===== config.mk =====
export PLATFORM = sky130hd
export DESIGN_NAME = fsi_cmd_core
export DESIGN_NICKNAME = d
export VERILOG_FILES = /design/src/design/fsi_pkg.sv /design/src/design/fsi_cmd_core.sv
export VERILOG_INCLUDE_DIRS = /design/src /design/src/design
export SDC_FILE = /design/constraint.sdc
export NUM_CORES = 1
export LEC_CHECK = 0
export BUFFER_PORTS_ARGS = -buffer_cell sky130_fd_sc_hd__buf_4
export CAP_MARGIN = 5
export CORE_UTILIZATION = 29
export DETAILED_ROUTE_END_ITERATION = 8
export GPL_TIMING_DRIVEN = 0
export PLACE_DENSITY_LB_ADDON = 0.08
export SLEW_MARGIN = 5
export SYNTH_ARGS = -nofsm -noshare
export SYNTH_HDL_FRONTEND = slang
export SYNTH_SLANG_ARGS = --single-unit
export TNS_END_PERCENT = 100

===== constraint.sdc =====
create_clock -name CORE_CLK -period 6.1 [get_ports CORE_CLK]
set_input_delay 0.61 -clock CORE_CLK [delete_from_list [all_inputs] [get_ports CORE_CLK]]
set_output_delay 0.61 -clock CORE_CLK [all_outputs]
set_load 0.005 [all_outputs]

===== src/design/fsi_map.svh =====
// opcode, field and timing constants of the flash command core
// assumes a 25 MHz core clock; included by bare name
`ifndef FSI_MAP_SVH
`define FSI_MAP_SVH
`define FSI_OP_WRSR1      8'h01
`define FSI_OP_WRSR2      8'h31
`define FSI_OP_PROG       8'h02
`define FSI_OP_QPROG      8'h33
`define FSI_OP_ERASE4K    8'h20
`define FSI_OP_ERASE32K   8'h52
`define FSI_OP_ERASE64K   8'hd8
`define FSI_OP_CHIPA      8'hc7
`define FSI_OP_CHIPB      8'h60
`define FSI_OP_SUSPEND    8'h75
`define FSI_OP_RESUME     8'h7a
`define FSI_OP_PWRDOWN    8'hb9
`define FSI_OP_RELEASE    8'hab
`define FSI_OP_ID_SINGLE  8'h90
`define FSI_OP_ID_DUAL    8'h92
`define FSI_OPC_BITS      6'h08
`define FSI_HDR_BITS      6'h20
`define FSI_CLK_MHZ       25
`define FSI_RESUME_NS     200
`define FSI_RESUME_CYC    ((`FSI_RESUME_NS * `FSI_CLK_MHZ) / 1000)
`define FSI_SUS_LAT_CYC   16'h00fa
`define FSI_PD_ENTRY_CYC  16'h004b
`define FSI_WAKE_CYC      16'h004b
`define FSI_IDREC_CYC     16'h004b
`endif


===== src/design/fsi_pkg.sv =====
// types of the flash command core
// assumes fsi_map.svh for the numeric constants
package fsi_pkg;
  typedef enum logic [4:0] {
    PWR_STBY  = 5'h01,
    PWR_ENTER = 5'h02,
    PWR_DOWN  = 5'h04,
    PWR_WAKE  = 5'h08,
    PWR_RECOV = 5'h10
  } fsi_pwr_e;
  typedef enum logic [1:0] {
    KIND_PROG = 2'h0,
    KIND_BLK  = 2'h1,
    KIND_CHIP = 2'h2
  } fsi_kind_e;
  typedef struct packed {
    logic       sck;
    logic       cs_n;
    logic [3:0] io;
  } fsi_pins_s;
  typedef struct packed {
    fsi_pins_s  s1;
    fsi_pins_s  s2;
    fsi_pins_s  s3;
    logic       sck_f;
    logic       cs_f;
    fsi_pwr_e   pwr;
    logic [15:0] pwr_tmr;
    logic       busy;
    logic       susp;
    logic       hold;
    fsi_kind_e  run_kind;
    fsi_kind_e  susp_kind;
    logic [15:0] sus_tmr;
    logic [5:0] fr_bits;
    logic [7:0] fr_op;
    logic       fr_lsb;
    logic       tx;
    logic       byte_sel;
    logic [7:0] out_sh;
    logic [2:0] out_bits;
    logic [3:0] io_out;
    logic [3:0] io_oe;
    logic [7:0] opc;
    logic       opc_stb;
    logic       dpd;
    logic       ready;
  } fsi_state_s;
endpackage : fsi_pkg


===== src/design/fsi_cmd_core.sv =====
// flash command core: suspend/resume, deep power-down, release and id reads
// assumes SCK, CS_N and IO_IN come from the link; OP_* from the engine domain
`timescale 1ns/1ps
`default_nettype none
`include "fsi_map.svh"

module fsi_cmd_core #(
  parameter logic [15:0] SUS_LAT_CYC  = `FSI_SUS_LAT_CYC,
  parameter logic [15:0] PD_ENTRY_CYC = `FSI_PD_ENTRY_CYC,
  parameter logic [15:0] WAKE_CYC     = `FSI_WAKE_CYC,
  parameter logic [15:0] IDREC_CYC    = `FSI_IDREC_CYC,
  parameter logic [7:0]  MFR_ID       = 8'h5a, // arbitrary value
  parameter logic [7:0]  DEV_ID       = 8'h3c  // arbitrary value
) (
  input  wire logic              CORE_CLK,
  input  wire logic              ARST_N,
  input  wire logic              SCK,
  input  wire logic              CS_N,
  input  wire logic [3:0]        IO_IN,
  output logic      [3:0]        IO_OUT,
  output logic      [3:0]        IO_OE,
  input  wire logic              QUAD_INSTRUCTION_MODE,
  input  wire logic              OP_START,
  input  wire fsi_pkg::fsi_kind_e OP_KIND,
  input  wire logic              OP_DONE,
  output logic                   BUSY,
  output logic                   SUSPEND_FLAG,
  output logic                   ENG_HOLD,
  output logic                   DEEP_PD,
  output logic                   CMD_READY,
  output logic      [7:0]        OPCODE,
  output logic                   OPCODE_STB
);

  // ----------------------------------------------------------------
  // state
  // ----------------------------------------------------------------
  fsi_pkg::fsi_state_s r_reg;
  fsi_pkg::fsi_state_s r_next;

  // ----------------------------------------------------------------
  // next state
  // ----------------------------------------------------------------
  always_comb begin
    logic       sck_rise;
    logic       sck_fall;
    logic       cs_rise;
    logic       cs_fall;
    logic [2:0] w;
    logic [3:0] din;
    logic [7:0] data;
    logic [7:0] op;
    logic       lock;
    logic       own_op;
    sck_rise = 1'b0;
    sck_fall = 1'b0;
    cs_rise  = 1'b0;
    cs_fall  = 1'b0;
    w        = 3'h1;
    din      = 4'h0;
    data     = 8'h00;
    op       = 8'h00;
    lock     = 1'b0;
    own_op   = 1'b0;
    r_next   = r_reg;
    r_next.opc_stb = 1'b0;

    // pin synchronisers: a change counts when stages 2 and 3 agree
    r_next.s1 = '{sck: SCK, cs_n: CS_N, io: IO_IN};
    r_next.s2 = r_reg.s1;
    r_next.s3 = r_reg.s2;
    if (r_reg.s2.sck == r_reg.s3.sck) begin
      r_next.sck_f = r_reg.s3.sck;
    end
    if (r_reg.s2.cs_n == r_reg.s3.cs_n) begin
      r_next.cs_f = r_reg.s3.cs_n;
    end
    sck_rise = !r_reg.sck_f && r_next.sck_f;
    sck_fall = r_reg.sck_f && !r_next.sck_f;
    cs_rise  = !r_reg.cs_f && r_next.cs_f;
    cs_fall  = r_reg.cs_f && !r_next.cs_f;

    // lines per clock
    if (QUAD_INSTRUCTION_MODE) begin
      w = 3'h4;
    end else if (r_reg.fr_op == `FSI_OP_ID_DUAL && r_reg.fr_bits >= `FSI_OPC_BITS) begin
      w = 3'h2;
    end

    // engine cycle tracking
    if (OP_START && !r_reg.busy) begin
      r_next.busy     = 1'b1;
      r_next.run_kind = OP_KIND;
    end
    if (OP_DONE && r_reg.busy && !r_reg.hold) begin
      r_next.busy = 1'b0;
    end
    if (r_reg.hold && r_reg.busy) begin
      if (r_reg.sus_tmr == 16'h0000) begin
        r_next.busy = 1'b0;
      end else begin
        r_next.sus_tmr = r_reg.sus_tmr - 16'h0001;
      end
    end

    // power state timers
    case (r_reg.pwr)
      fsi_pkg::PWR_ENTER, fsi_pkg::PWR_WAKE, fsi_pkg::PWR_RECOV: begin
        if (r_reg.pwr_tmr == 16'h0000) begin
          r_next.pwr = (r_reg.pwr == fsi_pkg::PWR_ENTER) ? fsi_pkg::PWR_DOWN
                                                          : fsi_pkg::PWR_STBY;
        end else begin
          r_next.pwr_tmr = r_reg.pwr_tmr - 16'h0001;
        end
      end
      default: begin
        r_next.pwr_tmr = 16'h0000;
      end
    endcase

    // frame start
    if (cs_fall) begin
      r_next.fr_bits  = 6'h00;
      r_next.fr_op    = 8'h00;
      r_next.tx       = 1'b0;
      r_next.out_bits = 3'h0;
    end

    // shift in opcode and address on rising sck
    if (!r_reg.cs_f && sck_rise && !r_reg.tx) begin
      din = r_reg.s3.io;
      if (r_reg.fr_bits < `FSI_OPC_BITS) begin
        case (w)
          3'h4:    op = {r_reg.fr_op[3:0], din};
          default: op = {r_reg.fr_op[6:0], din[0]};
        endcase
        r_next.fr_op = op;
      end else begin
        op = r_reg.fr_op;
      end
      r_next.fr_lsb = din[0];
      if (r_reg.fr_bits < `FSI_HDR_BITS) begin
        r_next.fr_bits = r_reg.fr_bits + {3'h0, w};
      end else if (r_reg.fr_bits != 6'h3f) begin
        r_next.fr_bits = r_reg.fr_bits + 6'h01;
      end
      // opcode complete
      if (r_reg.fr_bits < `FSI_OPC_BITS && r_next.fr_bits == `FSI_OPC_BITS) begin
        own_op = (op == `FSI_OP_SUSPEND) || (op == `FSI_OP_RESUME) ||
                 (op == `FSI_OP_PWRDOWN) || (op == `FSI_OP_RELEASE) ||
                 (op == `FSI_OP_ID_SINGLE) || (op == `FSI_OP_ID_DUAL);
        if (r_reg.susp) begin
          lock = (op == `FSI_OP_WRSR1) || (op == `FSI_OP_WRSR2) ||
                 (op == `FSI_OP_ERASE4K) || (op == `FSI_OP_ERASE32K) ||
                 (op == `FSI_OP_ERASE64K) || (op == `FSI_OP_CHIPA) ||
                 (op == `FSI_OP_CHIPB);
          if (r_reg.susp_kind == fsi_pkg::KIND_PROG) begin
            lock = lock || (op == `FSI_OP_PROG) || (op == `FSI_OP_QPROG);
          end
        end
        if (r_reg.pwr == fsi_pkg::PWR_STBY && !own_op && !lock) begin
          r_next.opc     = op;
          r_next.opc_stb = 1'b1;
        end
      end
      // header complete: start identifier output
      if (r_reg.fr_bits < `FSI_HDR_BITS && r_next.fr_bits >= `FSI_HDR_BITS &&
          !r_reg.busy) begin
        if ((op == `FSI_OP_ID_SINGLE || op == `FSI_OP_ID_DUAL) &&
            r_reg.pwr == fsi_pkg::PWR_STBY) begin
          r_next.tx       = 1'b1;
          r_next.byte_sel = din[0];
        end else if (op == `FSI_OP_RELEASE && !QUAD_INSTRUCTION_MODE &&
                     (r_reg.pwr == fsi_pkg::PWR_STBY || r_reg.pwr == fsi_pkg::PWR_DOWN)) begin
          r_next.tx       = 1'b1;
          r_next.byte_sel = 1'b1;
        end
      end
    end

    // shift out identifier on falling sck, msb first
    if (!r_reg.cs_f && sck_fall && r_reg.tx) begin
      if (r_reg.out_bits == 3'h0) begin
        data = r_reg.byte_sel ? DEV_ID : MFR_ID;
        if (r_reg.fr_op != `FSI_OP_RELEASE) begin
          r_next.byte_sel = !r_reg.byte_sel;
        end
      end else begin
        data = r_reg.out_sh;
      end
      case (w)
        3'h4: begin
          r_next.io_out = data[7:4];
          r_next.io_oe  = 4'hf;
          r_next.out_sh = {data[3:0], 4'h0};
        end
        3'h2: begin
          r_next.io_out = {2'h0, data[7:6]};
          r_next.io_oe  = 4'h3;
          r_next.out_sh = {data[5:0], 2'h0};
        end
        default: begin
          r_next.io_out = {2'h0, data[7], 1'b0};
          r_next.io_oe  = 4'h2;
          r_next.out_sh = {data[6:0], 1'b0};
        end
      endcase
      r_next.out_bits = r_reg.out_bits + w;
    end

    // frame end
    if (cs_rise) begin
      r_next.tx    = 1'b0;
      r_next.io_oe = 4'h0;
      if (r_reg.fr_bits >= `FSI_OPC_BITS) begin
        case (r_reg.pwr)
          fsi_pkg::PWR_STBY: begin
            if (r_reg.fr_op == `FSI_OP_PWRDOWN && r_reg.fr_bits == `FSI_OPC_BITS) begin
              r_next.pwr     = fsi_pkg::PWR_ENTER;
              r_next.pwr_tmr = PD_ENTRY_CYC;
            end else if (r_reg.fr_op == `FSI_OP_SUSPEND && !r_reg.susp && r_reg.busy &&
                         !r_reg.hold && r_reg.run_kind != fsi_pkg::KIND_CHIP) begin
              r_next.susp      = 1'b1;
              r_next.hold      = 1'b1;
              r_next.susp_kind = r_reg.run_kind;
              r_next.sus_tmr   = SUS_LAT_CYC;
            end else if (r_reg.fr_op == `FSI_OP_RESUME && r_reg.susp && !r_reg.busy) begin
              r_next.susp     = 1'b0;
              r_next.busy     = 1'b1;
              r_next.hold     = 1'b0;
              r_next.run_kind = r_reg.susp_kind;
            end else if (r_reg.fr_op == `FSI_OP_RELEASE && r_reg.tx) begin
              r_next.pwr     = fsi_pkg::PWR_RECOV;
              r_next.pwr_tmr = IDREC_CYC;
            end
          end
          fsi_pkg::PWR_DOWN: begin
            if (r_reg.fr_op == `FSI_OP_RELEASE && !r_reg.busy) begin
              r_next.pwr     = fsi_pkg::PWR_WAKE;
              r_next.pwr_tmr = WAKE_CYC;
            end
          end
          default: begin
            r_next.pwr = r_reg.pwr;
          end
        endcase
      end
    end

    r_next.dpd   = (r_next.pwr == fsi_pkg::PWR_DOWN);
    r_next.ready = (r_next.pwr == fsi_pkg::PWR_STBY);
  end

  // ----------------------------------------------------------------
  // registers
  // ----------------------------------------------------------------
  always_ff @(posedge CORE_CLK or negedge ARST_N) begin
    if (!ARST_N) begin
      r_reg         <= '0;
      r_reg.s1.cs_n <= 1'b1;
      r_reg.s2.cs_n <= 1'b1;
      r_reg.s3.cs_n <= 1'b1;
      r_reg.cs_f    <= 1'b1;
      r_reg.pwr     <= fsi_pkg::PWR_STBY;
      r_reg.ready   <= 1'b1;
    end else begin
      r_reg <= r_next;
    end
  end

  assign IO_OUT       = r_reg.io_out;
  assign IO_OE        = r_reg.io_oe;
  assign BUSY         = r_reg.busy;
  assign SUSPEND_FLAG = r_reg.susp;
  assign ENG_HOLD     = r_reg.hold;
  assign DEEP_PD      = r_reg.dpd;
  assign CMD_READY    = r_reg.ready;
  assign OPCODE       = r_reg.opc;
  assign OPCODE_STB   = r_reg.opc_stb;

  // ----------------------------------------------------------------
  // checks
  // ----------------------------------------------------------------
  localparam int A_SUS_MAX = int'(SUS_LAT_CYC) + 2;

  a_susp_needs_busy: assert property (@(posedge CORE_CLK) disable iff (!ARST_N)
    $rose(r_reg.susp) |-> $past(r_reg.busy) && !$past(r_reg.hold))
    else $error("suspend taken while idle");

  a_chip_no_susp: assert property (@(posedge CORE_CLK) disable iff (!ARST_N)
    (r_reg.busy && !r_reg.susp && r_reg.run_kind == fsi_pkg::KIND_CHIP) |=> !r_reg.susp)
    else $error("chip erase suspended");

  a_susp_busy_drop: assert property (@(posedge CORE_CLK) disable iff (!ARST_N)
    $rose(r_reg.susp) |-> r_reg.hold ##[1:A_SUS_MAX] !r_reg.busy)
    else $error("busy not cleared after suspend");

  a_resume_gate: assert property (@(posedge CORE_CLK) disable iff (!ARST_N)
    $fell(r_reg.susp) |-> !$past(r_reg.busy))
    else $error("resume taken while busy");

  a_resume_busy: assert property (@(posedge CORE_CLK) disable iff (!ARST_N)
    $fell(r_reg.susp) |-> ##[0:4] (r_reg.busy && !r_reg.hold))
    else $error("busy not raised after resume");

  a_pd_exact_byte: assert property (@(posedge CORE_CLK) disable iff (!ARST_N)
    (r_reg.pwr == fsi_pkg::PWR_ENTER && $past(r_reg.pwr) != fsi_pkg::PWR_ENTER) |->
      ($past(r_reg.fr_op) == `FSI_OP_PWRDOWN && $past(r_reg.fr_bits) == `FSI_OPC_BITS))
    else $error("power-down entered on bad frame");

  a_pd_ignores_ops: assert property (@(posedge CORE_CLK) disable iff (!ARST_N)
    (r_reg.pwr != fsi_pkg::PWR_STBY) |=> !r_reg.opc_stb)
    else $error("opcode passed while powered down");

  a_lock_erase: assert property (@(posedge CORE_CLK) disable iff (!ARST_N)
    (r_reg.opc_stb && r_reg.susp) |->
      !(r_reg.opc inside {`FSI_OP_WRSR1, `FSI_OP_WRSR2, `FSI_OP_ERASE4K,
        `FSI_OP_ERASE32K, `FSI_OP_ERASE64K, `FSI_OP_CHIPA, `FSI_OP_CHIPB}))
    else $error("locked opcode passed while suspended");

  a_lock_prog: assert property (@(posedge CORE_CLK) disable iff (!ARST_N)
    (r_reg.opc_stb && r_reg.susp && r_reg.susp_kind == fsi_pkg::KIND_PROG) |->
      !(r_reg.opc inside {`FSI_OP_PROG, `FSI_OP_QPROG}))
    else $error("page program passed while program suspended");

  a_id_not_busy: assert property (@(posedge CORE_CLK) disable iff (!ARST_N)
    $rose(r_reg.tx) |-> !$past(r_reg.busy))
    else $error("id read started while busy");

endmodule : fsi_cmd_core
`default_nettype wire


==> reports/summary.json, run 1 <==
{
  "ctsLongestPathBuffers": {"value": 2},
  "nets": {"value": 711},
  "start_kind": {"value": "flip-flop"},
  "root_buffer": {"value": "sky130_fd_sc_hd__clkbuf_16"},
  "layout_commonest_cell": {"value": "sky130_fd_sc_hd__dfrtp_1"},
  "worst-r2r-cell-count": {"value": 16},
  "reg2reg_setup_slack": {"value": 1.18, "unit": "ns"},
  "register_area": {"value": 0.00266, "unit": "mm^2"},
  "rows": {"value": 52},
  "power.density_cell_area": {"value": 256, "unit": "mW/mm^2"},
  "numPortBuffers": {"value": 34},
  "max_cap_viol_count": {"value": 0},
  "gpl.final_weighted_congestion": {"value": 0.836},
  "cts.hold.buffers_added": {"value": 0},
  "first_pass_iters": {"value": 5},
  "synth_nets": {"value": 665},
  "synth_top_family_by_area": {"value": "simple AND/OR/NAND/NOR gates"},
  "fp.dieW": {"value": 145, "unit": "um"},
  "layout.cells.most_common_list": {"value": "100 x sky130_fd_sc_hd__dfrtp_1, 63 x sky130_fd_sc_hd__nor2_1, 52 x sky130_fd_sc_hd__nand2_1"},
  "resized_gates_after_cts": {"value": 0},
  "top_flip_flop_cell_by_instance_count_after_synthesis": {"value": "sky130_fd_sc_hd__dfrtp_1"},
  "hold_class": {"value": "input port to async pin"},
  "clock_tree_from_tritoncts": {"value": "built"},
  "post_route_worst_hold_slack": {"value": 0.0791, "unit": "ns"},
  "setup_tns": {"value": 0, "unit": "ns"},
  "critical_path_class": {"value": "flip-flop to flip-flop"},
  "placement.cell_area": {"value": 0.00658, "unit": "mm^2"},
  "worst_setup_hold_path_clk_slew": {"value": 0.08, "unit": "ns"},
  "grt_max_degree": {"value": 92},
  "first_global_vias": {"value": 4923},
  "netlist_area": {"value": 0.00595, "unit": "mm^2"},
  "max_clock_freq": {"value": 203, "unit": "MHz"},
  "status": {"value": "complete, no violations"},
  "boundaryPins": {"value": 35},
  "timing.clock.skew": {"value": 0.00797, "unit": "ns"},
  "timing.critical_path.slowest_cell_delay": {"value": 0.44, "unit": "ns"},
  "reg2reg_to": {"value": "OPCODE[0]$_DFFE_PN0P_"},
  "post_synth_and_or_nand_nor_area_fraction": {"value": 23.6, "unit": "%"},
  "synth_edf_count": {"value": 0},
  "synthesis.area_per_instance": {"value": 9.25, "unit": "um^2"},
  "multi_input_area": {"value": 0.00295, "unit": "mm^2"},
  "post_synth_fa_ha_maj_area_fraction": {"value": 2.31, "unit": "%"},
  "die-area": {"value": 0.0211, "unit": "mm^2"},
  "globalRouteTotalUtil": {"value": 15.8, "unit": "%"},
  "rr_startpoint": {"value": "r_reg[46]$_DFF_PN0_"},
  "drt-vias-per-instance": {"value": 5.09},
  "final_area": {"value": 0.00689, "unit": "mm^2"},
  "drt_iter0_drc": {"value": 263},
  "synth_compound_gate_area_share": {"value": 15.6, "unit": "%"},
  "area_growth": {"value": 15.7, "unit": "%"},
  "drive_above_1_share": {"value": 15.1, "unit": "%"},
  "yosys_warnings": {"value": 0},
  "grt.overflow.total": {"value": 0},
  "cts.sinks": {"value": 106},
  "worst_ep_arrival_time": {"value": 5.17, "unit": "ns"},
  "final-setup-viol-count": {"value": 0},
  "synth_xor_area_share": {"value": 3.68, "unit": "%"},
  "final.period_utilization": {"value": 80.7, "unit": "%"},
  "ant_nets": {"value": 0},
  "rsz0062_at_grt": {"value": "no"},
  "cp_top_family": {"value": "simple AND/OR/NAND/NOR gates"},
  "final_critical_path_time_including_i_o_delays_and_setup": {"value": 4.92, "unit": "ns"},
  "largest_register_ff_count": {"value": 74},
  "die_height": {"value": 145, "unit": "um"},
  "slew-limit-headroom": {"value": 28.4, "unit": "%"},
  "worst-slew-pin-transition": {"value": 1.05, "unit": "ns"},
  "synth.distinct_cells": {"value": 74},
  "synth.yosys.seq_area_share": {"value": 44.7, "unit": "%"},
  "post_drt_wl_per_cell": {"value": 16.7, "unit": "um"},
  "vdd.ir_drop.worst": {"value": 0.153, "unit": "mV"},
  "start_util": {"value": 29.5, "unit": "%"},
  "core_region_area": {"value": 0.0202, "unit": "mm^2"},
  "timing.critical_path.cells": {"value": "or3_1, clkbuf_1, clkbuf_1, and4_1, clkbuf_1, nor2_1, ha_1, inv_1, fa_1, nor2b_1, o311ai_0, o22ai_1, nand4_1, a2111oi_2, o221ai_4, mux2_2"},
  "worstSkewPairLatency": {"value": 0.36, "unit": "ns"},
  "power.leakage": {"value": 3.02, "unit": "nW"},
  "number_of_antenna_violations_at_the_first_check_in_global_routing": {"value": 0},
  "critical_path.most_common_cell": {"value": "sky130_fd_sc_hd__clkbuf_1"},
  "worst_setup_path_end_kind": {"value": "flip-flop"},
  "worstPathMaxFanout": {"value": 10},
  "routed_wirelength": {"value": 16100, "unit": "um"},
  "nFillCells": {"value": 2131},
  "synth_async_sr_flop_share": {"value": 100, "unit": "%"},
  "postCtsSetupRepairBufs": {"value": 0},
  "numCtsBuffers": {"value": 9},
  "hold_violations": {"value": 0},
  "yosys-mux-area-fraction": {"value": 4.42, "unit": "%"},
  "vias_post_dr": {"value": 4902},
  "synth-seq-cells": {"value": 106},
  "drc": {"value": 0},
  "critical_path_buf_inv_count": {"value": 4},
  "cp_data_required_time": {"value": 6.35, "unit": "ns"},
  "cts.htree.levels": {"value": 3},
  "maxSlewViolCount": {"value": 0},
  "place_hpwl": {"value": 11300, "unit": "um"},
  "first_pass_grt_wire_length": {"value": 26600, "unit": "um"},
  "synthesis.instances": {"value": 643},
  "critPathSlowestCell": {"value": "sky130_fd_sc_hd__dfrtp_1"},
  "number_of_antenna_diodes": {"value": 0}
}
-- cell families after synthesis --
family          count (synthesis)
flops                         106
fa+ha+maj                      10
compound gates                136
simple gates                  267
mux                            25
buf+inv                        74
xor+xnor                       25
-- per-stage QoR --
stage               setup WS [ns]  utilization [%]  power (mW)  cells
global route                0.922             34.2        1.85    964
global placement             1.07             32.4        1.15    947
detailed placement           1.13             32.6        1.15    948
CTS                          1.22             34.2        1.78    964
floorplan                    2.31                -        1.02    643
finish                       1.18             34.2        1.76    964
-- worst register-to-register path, cell delays in order (launching register included) --
cell	delay [ns]
sky130_fd_sc_hd__dfrtp_1	0.44
sky130_fd_sc_hd__or3_1	0.38
sky130_fd_sc_hd__clkbuf_1	0.23
sky130_fd_sc_hd__clkbuf_1	0.32
sky130_fd_sc_hd__and4_1	0.30
sky130_fd_sc_hd__clkbuf_1	0.18
sky130_fd_sc_hd__nor2_1	0.35
sky130_fd_sc_hd__ha_1	0.25
sky130_fd_sc_hd__inv_1	0.06
sky130_fd_sc_hd__fa_1	0.42
sky130_fd_sc_hd__nor2b_1	0.19
sky130_fd_sc_hd__o311ai_0	0.13
sky130_fd_sc_hd__o22ai_1	0.24
sky130_fd_sc_hd__nand4_1	0.22
sky130_fd_sc_hd__a2111oi_2	0.43
sky130_fd_sc_hd__o221ai_4	0.31
sky130_fd_sc_hd__mux2_2	0.35
-- where the power goes --
group / switching [mW] / internal [mW] / total (mW) / leakage, nW
clock: 0.294 / 0.326 / 0.620 / 0.145
sequential: 0.0406 / 0.732 / 0.773 / 1.36
combinational: 0.240 / 0.129 / 0.369 / 1.51
total: 0.575 / 1.19 / 1.76 / 3.02
-- worst max path at each step --
stage,start,end,depth (start not counted)
floorplan,r_reg[45]$_DFF_PN0_,OPCODE[0]$_DFFE_PN0P_,16
global placement,QUAD_INSTRUCTION_MODE,OPCODE[3]$_DFFE_PN0P_,16
detailed placement,QUAD_INSTRUCTION_MODE,OPCODE[3]$_DFFE_PN0P_,16
CTS,r_reg[46]$_DFF_PN0_,OPCODE[6]$_DFFE_PN0P_,16
global route,r_reg[36]$_DFF_PN0_,OPCODE[2]$_DFFE_PN0P_,13
finish,r_reg[46]$_DFF_PN0_,OPCODE[0]$_DFFE_PN0P_,16
-- area by class of cell --
type / instances / area share, %
multi-input combinational: 463 / 42.8
sequential: 106 / 38.6
inverter: 23 / 1.25
buffer: 51 / 3.72
clock inverter: 7 / 1.27
tap: 270 / 4.90
timing repair buffer: 35 / 4.16
clock buffer: 9 / 3.27
-- cells in the mapped netlist, types with 9 or more instances --
| cell type | count | area (um^2) |
|---|---|---|
| sky130_fd_sc_hd__o22ai_1 | 9 | 56.3 |
| sky130_fd_sc_hd__nand4_1 | 10 | 62.6 |
| sky130_fd_sc_hd__mux2_2 | 10 | 113 |
| sky130_fd_sc_hd__xor2_1 | 11 | 96.3 |
| sky130_fd_sc_hd__clkbuf_1 | 31 | 116 |
| sky130_fd_sc_hd__or3_1 | 13 | 81.3 |
| sky130_fd_sc_hd__a21oi_1 | 27 | 135 |
| sky130_fd_sc_hd__nand2_1 | 52 | 195 |
| sky130_fd_sc_hd__nor3_1 | 31 | 155 |
| sky130_fd_sc_hd__dfrtp_1 | 100 | 2500 |
| sky130_fd_sc_hd__xnor2_1 | 14 | 123 |
| sky130_fd_sc_hd__mux2i_1 | 15 | 150 |
| sky130_fd_sc_hd__inv_1 | 23 | 86.3 |
| sky130_fd_sc_hd__o21ai_0 | 40 | 200 |
| sky130_fd_sc_hd__nor2_1 | 63 | 236 |
| sky130_fd_sc_hd__buf_4 | 17 | 128 |
| sky130_fd_sc_hd__nand3_1 | 28 | 140 |
-- per-layer routing --
| layer | GRT usage [%] | part of all wire [%] |
|---|---|---|
| met5 | 0 | 0 |
| met4 | 5.84 | 2.0 |
| met3 | 2.48 | 3.8 |
| met2 | 24.8 | 46 |
| met1 | 21.9 | 48 |
(Power assumes the default switching activity.)
==> run 2, diff against run 1 <==
--- a/config.mk
+++ b/config.mk
@@ -6,6 +6,7 @@
 export SDC_FILE = /design/constraint.sdc
 export NUM_CORES = 1
 export LEC_CHECK = 0
+export ABC_AREA = 1
 export BUFFER_PORTS_ARGS = -buffer_cell sky130_fd_sc_hd__buf_4
 export CAP_MARGIN = 5
 export CORE_UTILIZATION = 29
==> constraint.sdc (replaced) <==
create_clock -name CORE_CLK -period 4.34 [get_ports CORE_CLK]
set_input_delay 0.434 -clock CORE_CLK [delete_from_list [all_inputs] [get_ports CORE_CLK]]
set_output_delay 0.434 -clock CORE_CLK [all_outputs]
set_load 0.005 [all_outputs]
==> run 2 against run 1 <==
  * Clock power is 40% higher
  * Critical path depth is 1 higher
  * Setup slack worse by 0.34 ns
  * Synthesized cell count is 29% higher
  * Fmax is 41% higher
  * Worst hold slack better by 0.10 ns
  * Sequential power is 55% higher
==> reports/summary.json, run 2 <==
{
  "status": {"value": "complete, no violations"},
  "synthesis.instances": {"value": 828, "change": "+29%"},
  "final_critical_path_time_including_i_o_delays_and_setup": {"value": 3.50, "unit": "ns", "change": "-1.42 ns"},
  "critical_path_class": {"value": "flip-flop to flip-flop"},
  "synth_area_leaders": {"value": "sky130_fd_sc_hd__dfrtp_1 40%, sky130_fd_sc_hd__nand2_1 12%, sky130_fd_sc_hd__nor2_1 6.2%"},
  "start_util": {"value": 29.8, "unit": "%", "change": "+0.30 points"},
  "synth_top_cell_area_share": {"value": 39.6, "unit": "%", "change": "-2.5 points"},
  "hold_violations": {"value": 0, "change": "unchanged"},
  "worstPathMaxFanout": {"value": 10, "change": "unchanged"},
  "numPortBuffers": {"value": 34, "change": "unchanged"},
  "boundaryPins": {"value": 35, "change": "unchanged"},
  "netlist_area": {"value": 0.00632, "unit": "mm^2", "change": "+6.3%"},
  "clock_power_share": {"value": 26.6, "unit": "%", "change": "-8.6 points"},
  "gpl.final_weighted_congestion": {"value": 0.850, "change": "+1.6%"},
  "drt_iter0_drc": {"value": 275, "change": "+4.6%"},
  "slew-limit-headroom": {"value": 47.7, "unit": "%", "change": "+19 points"},
  "number_of_antenna_violations_at_the_first_check_in_global_routing": {"value": 0, "change": "unchanged"},
  "max_clock_freq": {"value": 285, "unit": "MHz", "change": "+41%"},
  "first_pass_grt_wire_length": {"value": 26100, "unit": "um", "change": "-1.8%"},
  "routed_wirelength": {"value": 15800, "unit": "um", "change": "-1.6%"},
  "critical_path_buf_inv_count": {"value": 2, "change": "-2"},
  "seq_power_share": {"value": 37.0, "unit": "%", "change": "-6.9 points"},
  "p_comb_share": {"value": 36.4, "unit": "%", "change": "+16 points"},
  "switching_power": {"value": 1.30, "unit": "mW", "change": "+130%"},
  "critical_path.most_common_cell": {"value": "sky130_fd_sc_hd__nand2_1"},
  "worstSkewPairLatency": {"value": 0.36, "unit": "ns", "change": "about the same"},
  "layoutNonFillerInstCount": {"value": 1155, "change": "+20%"},
  "synth-seq-cells": {"value": 106, "change": "unchanged"},
  "worst_setup_hold_path_clk_slew": {"value": 0.07, "unit": "ns", "change": "about the same"},
  "drive_above_1_share": {"value": 16.6, "unit": "%", "change": "+1.5 points"},
  "power.density_cell_area": {"value": 448, "unit": "mW/mm^2", "change": "+75%"},
  "root_buffer": {"value": "sky130_fd_sc_hd__clkbuf_16"},
  "synth_edf_count": {"value": 0, "change": "unchanged"},
  "synth_async_sr_flop_share": {"value": 100, "unit": "%", "change": "unchanged"},
  "final.period_utilization": {"value": 80.7, "unit": "%", "change": "about the same"},
  "rsz0062_at_grt": {"value": "no"},
  "timing.critical_path.cells": {"value": "nor2_4, nand2_4, buf_6, nand4_1, nor2_1, inv_1, fa_1, o21ai_0, a21oi_1, a21oi_1, nand2_1, nor2_1, nand3_2, nor2_8, nand2_4, nand2_1, nand2_1"},
  "first_global_vias": {"value": 5125, "change": "+4.1%"},
  "nets": {"value": 897, "change": "+26%"},
  "synth_top_cells_by_count": {"value": "207 x sky130_fd_sc_hd__nand2_1, 104 x sky130_fd_sc_hd__nor2_1, 100 x sky130_fd_sc_hd__dfrtp_1"},
  "hold_class": {"value": "input port to flip-flop"},
  "first_pass_iters": {"value": 4, "change": "-1"},
  "netlist.top_cell.by_area": {"value": "sky130_fd_sc_hd__dfrtp_1"},
  "cts.htree.levels": {"value": 3, "change": "unchanged"},
  "grt_max_degree": {"value": 77, "change": "-16%"},
  "timing.critical_path.slowest_cell_delay": {"value": 0.62, "unit": "ns", "change": "+0.18 ns"},
  "synthesis.area_per_instance": {"value": 7.64, "unit": "um^2", "change": "-17%"},
  "design_power_total": {"value": 3.26, "unit": "mW", "change": "+85%"},
  "power.internal": {"value": 1.96, "unit": "mW", "change": "+65%"},
  "place_hpwl": {"value": 11700, "unit": "um", "change": "+2.9%"},
  "start_kind": {"value": "flip-flop"},
  "core_region_area": {"value": 0.0212, "unit": "mm^2", "change": "+5.2%"},
  "maxSlewViolCount": {"value": 0, "change": "unchanged"},
  "dpl.cell_count": {"value": 1138, "change": "+20%"},
  "worst-slew-pin-transition": {"value": 0.782, "unit": "ns", "change": "-0.265 ns"},
  "cp_data_required_time": {"value": 4.59, "unit": "ns", "change": "-1.76 ns"},
  "drc": {"value": 0, "change": "unchanged"},
  "layout.cells.most_common_list": {"value": "207 x sky130_fd_sc_hd__nand2_1, 104 x sky130_fd_sc_hd__nor2_1, 100 x sky130_fd_sc_hd__dfrtp_1"},
  "globalRouteTotalUtil": {"value": 15.0, "unit": "%", "change": "-0.77 points"},
  "power.leakage": {"value": 3.65, "unit": "nW", "change": "+21%"},
  "area_growth": {"value": 15.0, "unit": "%"},
  "worst_ep_arrival_time": {"value": 3.75, "unit": "ns", "change": "-1.42 ns"},
  "resized_gates_after_cts": {"value": 0, "change": "unchanged"},
  "final_core_util": {"value": 34.3, "unit": "%", "change": "+0.11 points"},
  "setup_tns": {"value": 0, "unit": "ns", "change": "unchanged"},
  "cts.hold.buffers_added": {"value": 1, "change": "+1"},
  "vias_post_dr": {"value": 5301, "change": "+8.1%"},
  "synth.distinct_cells": {"value": 49, "change": "-34%"},
  "clock_tree_from_tritoncts": {"value": "built"},
  "cts.sinks": {"value": 106, "change": "unchanged"},
  "vdd.ir_drop.worst": {"value": 0.228, "unit": "mV", "change": "+49%"},
  "layout_commonest_cell": {"value": "sky130_fd_sc_hd__nand2_1"},
  "postCtsSetupRepairBufs": {"value": 0, "change": "unchanged"},
  "critPathSlowestCell": {"value": "sky130_fd_sc_hd__nor2_1"},
  "numCtsBuffers": {"value": 9, "change": "unchanged"},
  "number_of_antenna_diodes": {"value": 0, "change": "unchanged"},
  "grt.overflow.total": {"value": 0, "change": "unchanged"},
  "yosys_warnings": {"value": 0, "change": "unchanged"},
  "fp.dieW": {"value": 150, "unit": "um", "change": "+3.1%"},
  "switching_share": {"value": 39.9, "unit": "%", "change": "+7.3 points"},
  "ctsLongestPathBuffers": {"value": 2, "change": "unchanged"},
  "largest_register_ff_count": {"value": 74, "change": "unchanged"},
  "cp_top_family": {"value": "simple AND/OR/NAND/NOR gates"},
  "worst_setup_path_end_kind": {"value": "flip-flop"},
  "final-setup-viol-count": {"value": 0, "change": "unchanged"},
  "yosys.cell_count.top_type": {"value": "sky130_fd_sc_hd__nand2_1"},
  "ant_nets": {"value": 0, "change": "unchanged"},
  "die_height": {"value": 150, "unit": "um", "change": "+3.1%"},
  "die-area": {"value": 0.0224, "unit": "mm^2", "change": "+6.2%"},
  "timing.clock.skew": {"value": 0.0103, "unit": "ns", "change": "+0.00236 ns"},
  "post_drt_wl_per_cell": {"value": 13.7, "unit": "um", "change": "-18%"},
  "synth.yosys.seq_area_share": {"value": 42.1, "unit": "%", "change": "-2.6 points"},
  "drt-vias-per-instance": {"value": 4.59, "change": "-9.7%"},
  "synth_nets": {"value": 850, "change": "+28%"},
  "top_flip_flop_cell_by_instance_count_after_synthesis": {"value": "sky130_fd_sc_hd__dfrtp_1"},
  "max_cap_viol_count": {"value": 0, "change": "unchanged"},
  "rows": {"value": 53, "change": "+1.9%"}
}
run 2: worst register-to-register path: stages, from the launching register on:
cell                      delay (ns)
sky130_fd_sc_hd__dfrtp_1        0.52
sky130_fd_sc_hd__nor2_4         0.09
sky130_fd_sc_hd__nand2_4        0.12
sky130_fd_sc_hd__buf_6          0.16
sky130_fd_sc_hd__nand4_1        0.13
sky130_fd_sc_hd__nor2_1         0.62
sky130_fd_sc_hd__inv_1          0.13
sky130_fd_sc_hd__fa_1           0.42
sky130_fd_sc_hd__o21ai_0        0.18
sky130_fd_sc_hd__a21oi_1        0.06
sky130_fd_sc_hd__a21oi_1        0.16
sky130_fd_sc_hd__nand2_1        0.09
sky130_fd_sc_hd__nor2_1         0.12
sky130_fd_sc_hd__nand3_2        0.16
sky130_fd_sc_hd__nor2_8         0.20
sky130_fd_sc_hd__nand2_4        0.12
sky130_fd_sc_hd__nand2_1        0.07
sky130_fd_sc_hd__nand2_1        0.05
run 2: final cells by class:
cell class              count  area, um^2
fillers                  2291       13900
multi-input cells         591        3060
flip-flops and latches    106        2660
inverters                 101         382
well taps                 275         344
repair buffers             36         297
clock buffers              12         256
plain buffers              30         226
clock inverters             4        48.8
run 2: path summary, 6_finish.rpt:
kind / startpoint / slack, ns / end / cells after the start
max: r_reg[45]$_DFF_PN0_ / 0.84 / OPCODE[4]$_DFFE_PN0P_ / 17
max reg2reg: r_reg[45]$_DFF_PN0_ / 0.84 / OPCODE[4]$_DFFE_PN0P_ / 17
max in group asynchronous: ARST_N / 3.08 / CMD_READY$_DFF_PN1_ / 3
min in group asynchronous: ARST_N / 0.53 / IO_OUT[2]$_DFFE_PN0P_ / 2
min reg2reg: r_next[101]$_DFF_PN0_ / 0.35 / r_next[95]$_DFF_PN0_ / 0
min: IO_IN[3] / 0.18 / r_next[102]$_DFF_PN0_ / 1
run 2: power by group through the flow:
stage | Sequential [mW] | Clock [mW] | Combinational (mW)
CTS | 1.20 | 0.909 | 1.20
floorplan | 1.18 | 0 | 0.937
finish | 1.20 | 0.866 | 1.19
global placement | 1.22 | 0 | 1.20
global route | 1.22 | 0.941 | 1.33
detailed placement | 1.22 | 0 | 1.19
run 2: routing by layer:
| layer | global-route usage, % | share of wire, % | vias to the layer above |
|---|---|---|---|
| li1 | - | - | 2731 |
| met1 | 20.7 | 51 | 2507 |
| met2 | 24.4 | 46 | 53 |
| met3 | 2.47 | 2.5 | 10 |
| met4 | 3.94 | 1.0 | 0 |
| met5 | 0 | 0 | - |
run 2: kinds of logic after synthesis:
| logic type | count (synthesis) | share of synthesized area [%] |
|---|---|---|
| AO/OA/AOI/OAI | 91 | 8.39 |
| XOR/XNOR | 17 | 2.35 |
| adder cells (fa/ha/maj) | 9 | 2.02 |
| buffers and inverters | 131 | 9.61 |
| flip-flops | 106 | 42.1 |
| multiplexers | 1 | 0.158 |
| AND/OR/NAND/NOR | 473 | 35.4 |
run 2: stage by stage:
stage | cell area (um^2) | hold slack (ns) | setup slack [ns]
2_1_floorplan | 6320 | 0.138 | 1.49
3_3_place_gp | 6920 | 0.333 | 0.777
3_5_place_dp | 6960 | 0.336 | 0.811
4_1_cts | 7270 | 0.171 | 0.792
5_1_grt | 7270 | 0.163 | 0.354
6_report | 7270 | 0.181 | 0.836
==> run 3, diff against run 2 <==
==> constraint.sdc (replaced) <==
create_clock -name CORE_CLK -period 2.82 [get_ports CORE_CLK]
set_input_delay 0.282 -clock CORE_CLK [delete_from_list [all_inputs] [get_ports CORE_CLK]]
set_output_delay 0.282 -clock CORE_CLK [all_outputs]
set_load 0.005 [all_outputs]
==> run 3 against run 2 <==
  * Highest routed layer unchanged
  * Worst hold slack worse by 0.16 ns
  * Clock skew hardly changed
  * Global-route usage is 0.78 points higher
  * First-iteration DRC count is 28% higher
  * Die area stayed put
==> reports/summary.json, run 3 (same netlist as run 2, synthesis figures left out) <==
{
  "reg2reg_setup_slack": {"value": 0.11, "unit": "ns", "change": "-0.73 ns"},
  "boundaryPins": {"value": 35, "change": "unchanged"},
  "worstSkewPairLatency": {"value": 0.36, "unit": "ns", "change": "about the same"},
  "grt_max_degree": {"value": 78, "change": "+1.3%"},
  "layout_commonest_cell": {"value": "sky130_fd_sc_hd__nand2_1"},
  "numCtsBuffers": {"value": 9, "change": "unchanged"},
  "power.leakage": {"value": 3.75, "unit": "nW", "change": "+2.6%"},
  "hold_violations": {"value": 0, "change": "unchanged"},
  "rows": {"value": 53, "change": "unchanged"},
  "first_pass_iters": {"value": 4, "change": "unchanged"},
  "rsz0062_at_grt": {"value": "yes"},
  "timing.clock.skew": {"value": 0.0108, "unit": "ns", "change": "+0.000462 ns"},
  "drt_iter0_drc": {"value": 353, "change": "+28%"},
  "gpl.final_weighted_congestion": {"value": 0.822, "change": "-3.2%"},
  "maxSlewViolCount": {"value": 0, "change": "unchanged"},
  "critical_path_class": {"value": "flip-flop to flip-flop"},
  "slew-limit-headroom": {"value": 55.6, "unit": "%", "change": "+8.0 points"},
  "area_growth": {"value": 19.8, "unit": "%"},
  "final.period_utilization": {"value": 96.2, "unit": "%", "change": "+15 points"},
  "number_of_antenna_violations_at_the_first_check_in_global_routing": {"value": 0, "change": "unchanged"},
  "clock_tree_from_tritoncts": {"value": "built"},
  "worst_setup_hold_path_clk_slew": {"value": 0.08, "unit": "ns", "change": "about the same"},
  "cp_data_required_time": {"value": 3.12, "unit": "ns", "change": "-1.47 ns"},
  "worst-slew-pin-transition": {"value": 0.660, "unit": "ns", "change": "-0.122 ns"},
  "ant_nets": {"value": 0, "change": "unchanged"},
  "grt.overflow.total": {"value": 0, "change": "unchanged"},
  "start_util": {"value": 29.8, "unit": "%", "change": "unchanged"},
  "post_drt_wl_per_cell": {"value": 13.8, "unit": "um", "change": "+1.1%"},
  "vdd.ir_drop.worst": {"value": 0.299, "unit": "mV", "change": "+31%"},
  "cts.htree.levels": {"value": 3, "change": "unchanged"},
  "post_route_worst_hold_slack": {"value": 0.0196, "unit": "ns", "change": "-0.161 ns"},
  "vias_post_dr": {"value": 5484, "change": "+3.5%"},
  "die_height": {"value": 150, "unit": "um", "change": "unchanged"},
  "max_clock_freq": {"value": 369, "unit": "MHz", "change": "+29%"},
  "routed_wirelength": {"value": 16300, "unit": "um", "change": "+2.8%"},
  "worst_ep_arrival_time": {"value": 3.02, "unit": "ns", "change": "-0.73 ns"},
  "core_region_area": {"value": 0.0212, "unit": "mm^2", "change": "unchanged"},
  "globalRouteTotalUtil": {"value": 15.8, "unit": "%", "change": "+0.78 points"},
  "final_area": {"value": 0.00758, "unit": "mm^2", "change": "+4.2%"},
  "setup_tns": {"value": 0, "unit": "ns", "change": "unchanged"},
  "first_global_vias": {"value": 5329, "change": "+4.0%"},
  "largest_register_ff_count": {"value": 74, "change": "unchanged"},
  "drt-vias-per-instance": {"value": 4.67, "change": "+1.8%"},
  "final_critical_path_time_including_i_o_delays_and_setup": {"value": 2.71, "unit": "ns", "change": "-0.791 ns"},
  "layout_setup_ws": {"value": 0.108, "unit": "ns", "change": "-0.729 ns"},
  "layout.cells.most_common_list": {"value": "200 x sky130_fd_sc_hd__nand2_1, 101 x sky130_fd_sc_hd__nor2_1, 96 x sky130_fd_sc_hd__dfrtp_1"},
  "max_cap_viol_count": {"value": 0, "change": "unchanged"},
  "power.density_cell_area": {"value": 702, "unit": "mW/mm^2", "change": "+57%"},
  "fp.dieW": {"value": 150, "unit": "um", "change": "unchanged"},
  "first_pass_grt_wire_length": {"value": 27400, "unit": "um", "change": "+5.0%"},
  "worstPathMaxFanout": {"value": 4, "change": "-6"},
  "worst_setup_path_end_kind": {"value": "flip-flop"},
  "placement.cell_area": {"value": 0.00696, "unit": "mm^2", "change": "unchanged"},
  "final_core_util": {"value": 35.7, "unit": "%", "change": "+1.5 points"},
  "final-setup-viol-count": {"value": 0, "change": "unchanged"},
  "drive_above_1_share": {"value": 21.8, "unit": "%", "change": "+5.2 points"},
  "numPortBuffers": {"value": 34, "change": "unchanged"},
  "start_kind": {"value": "flip-flop"},
  "nets": {"value": 916, "change": "+2.1%"},
  "root_buffer": {"value": "sky130_fd_sc_hd__clkbuf_16"},
  "pre_cts_slack": {"value": -0.745, "unit": "ns", "change": "-1.56 ns"},
  "status": {"value": "complete, no violations"},
  "number_of_antenna_diodes": {"value": 0, "change": "unchanged"},
  "die-area": {"value": 0.0224, "unit": "mm^2", "change": "unchanged"},
  "hold_class": {"value": "input port to flip-flop"},
  "cts.sinks": {"value": 106, "change": "unchanged"},
  "ctsLongestPathBuffers": {"value": 2, "change": "unchanged"},
  "drc": {"value": 0, "change": "unchanged"},
  "place_hpwl": {"value": 11600, "unit": "um", "change": "-0.45%"}
}
==> run 3: cell type report <==
class / instances / area (um^2)
sequential: 106 / 2670
clock buffer: 11 / 253
multi-input combinational: 593 / 3190
inverter: 101 / 387
buffer: 28 / 208
fill: 2306 / 13600
tap: 275 / 344
clock inverter: 5 / 83.8
timing repair buffer: 55 / 450
==> run 3: path summary, 6_finish.rpt <==
| kind | startpoint | end | cells after the start |
|---|---|---|---|
| setup / recovery | r_reg[45]$_DFF_PN0_ | OPCODE[0]$_DFFE_PN0P_ | 18 |
| hold / removal | IO_IN[2] | r_next[101]$_DFF_PN0_ | 1 |
| setup reg to reg | r_reg[45]$_DFF_PN0_ | OPCODE[0]$_DFFE_PN0P_ | 18 |
| hold reg to reg | r_next[100]$_DFF_PN0_ | r_next[94]$_DFF_PN0_ | 0 |
| max in group asynchronous | ARST_N | CMD_READY$_DFF_PN1_ | 3 |
| min in group asynchronous | ARST_N | IO_OUT[2]$_DFFE_PN0P_ | 2 |
==> run 3: critical path, stage by stage (launching register included) <==
cell	delay, ns
sky130_fd_sc_hd__dfrtp_2	0.44
sky130_fd_sc_hd__nor2_4	0.19
sky130_fd_sc_hd__nand2_8	0.06
sky130_fd_sc_hd__nand4_1	0.13
sky130_fd_sc_hd__nand2_1	0.10
sky130_fd_sc_hd__inv_4	0.08
sky130_fd_sc_hd__ha_4	0.13
sky130_fd_sc_hd__inv_2	0.04
sky130_fd_sc_hd__fa_2	0.35
sky130_fd_sc_hd__o21ai_1	0.14
sky130_fd_sc_hd__a21oi_1	0.06
sky130_fd_sc_hd__a21oi_2	0.14
sky130_fd_sc_hd__nand2_2	0.09
sky130_fd_sc_hd__nor2_4	0.10
sky130_fd_sc_hd__nand3_4	0.13
sky130_fd_sc_hd__buf_6	0.15
sky130_fd_sc_hd__nor2_4	0.18
sky130_fd_sc_hd__nand3_2	0.10
sky130_fd_sc_hd__nand2_2	0.06
==> run 3: report_power, final <==
part	switching, mW	internal [mW]
clock network	0.608	0.831
logic	1.30	0.733
registers	0.188	1.66
==> run 3: what timing repair did <==
| action | CTS | global route |
|---|---|---|
| pin swaps | 14 | 20 |
| setup endpoints to repair | 14 | 9 |
| cloned | 2 | 0 |
| hold endpoints to repair | 27 | 0 |
| hold buffers | 1 | 0 |
| buffers inserted | 13 | 6 |
| resized for setup | 18 | 24 |
==> run 3: per-layer routing <==
metal	share of wire, %	vias up	wire length, um	track usage [%]
met1	50	2623	8150	21.9
met5	0	-	0	0
li1	-	2779	-	-
met3	2.0	16	323	1.71
met2	46	66	7480	25.0
met4	1.9	0	301	6.46
==> run 3: metrics by stage <==
step,power (mW),cells
2_1_floorplan,3.26,828
3_3_place_gp,3.73,1137
3_5_place_dp,3.71,1138
4_1_cts,5.28,1169
5_1_grt,5.71,1174
6_report,5.32,1174
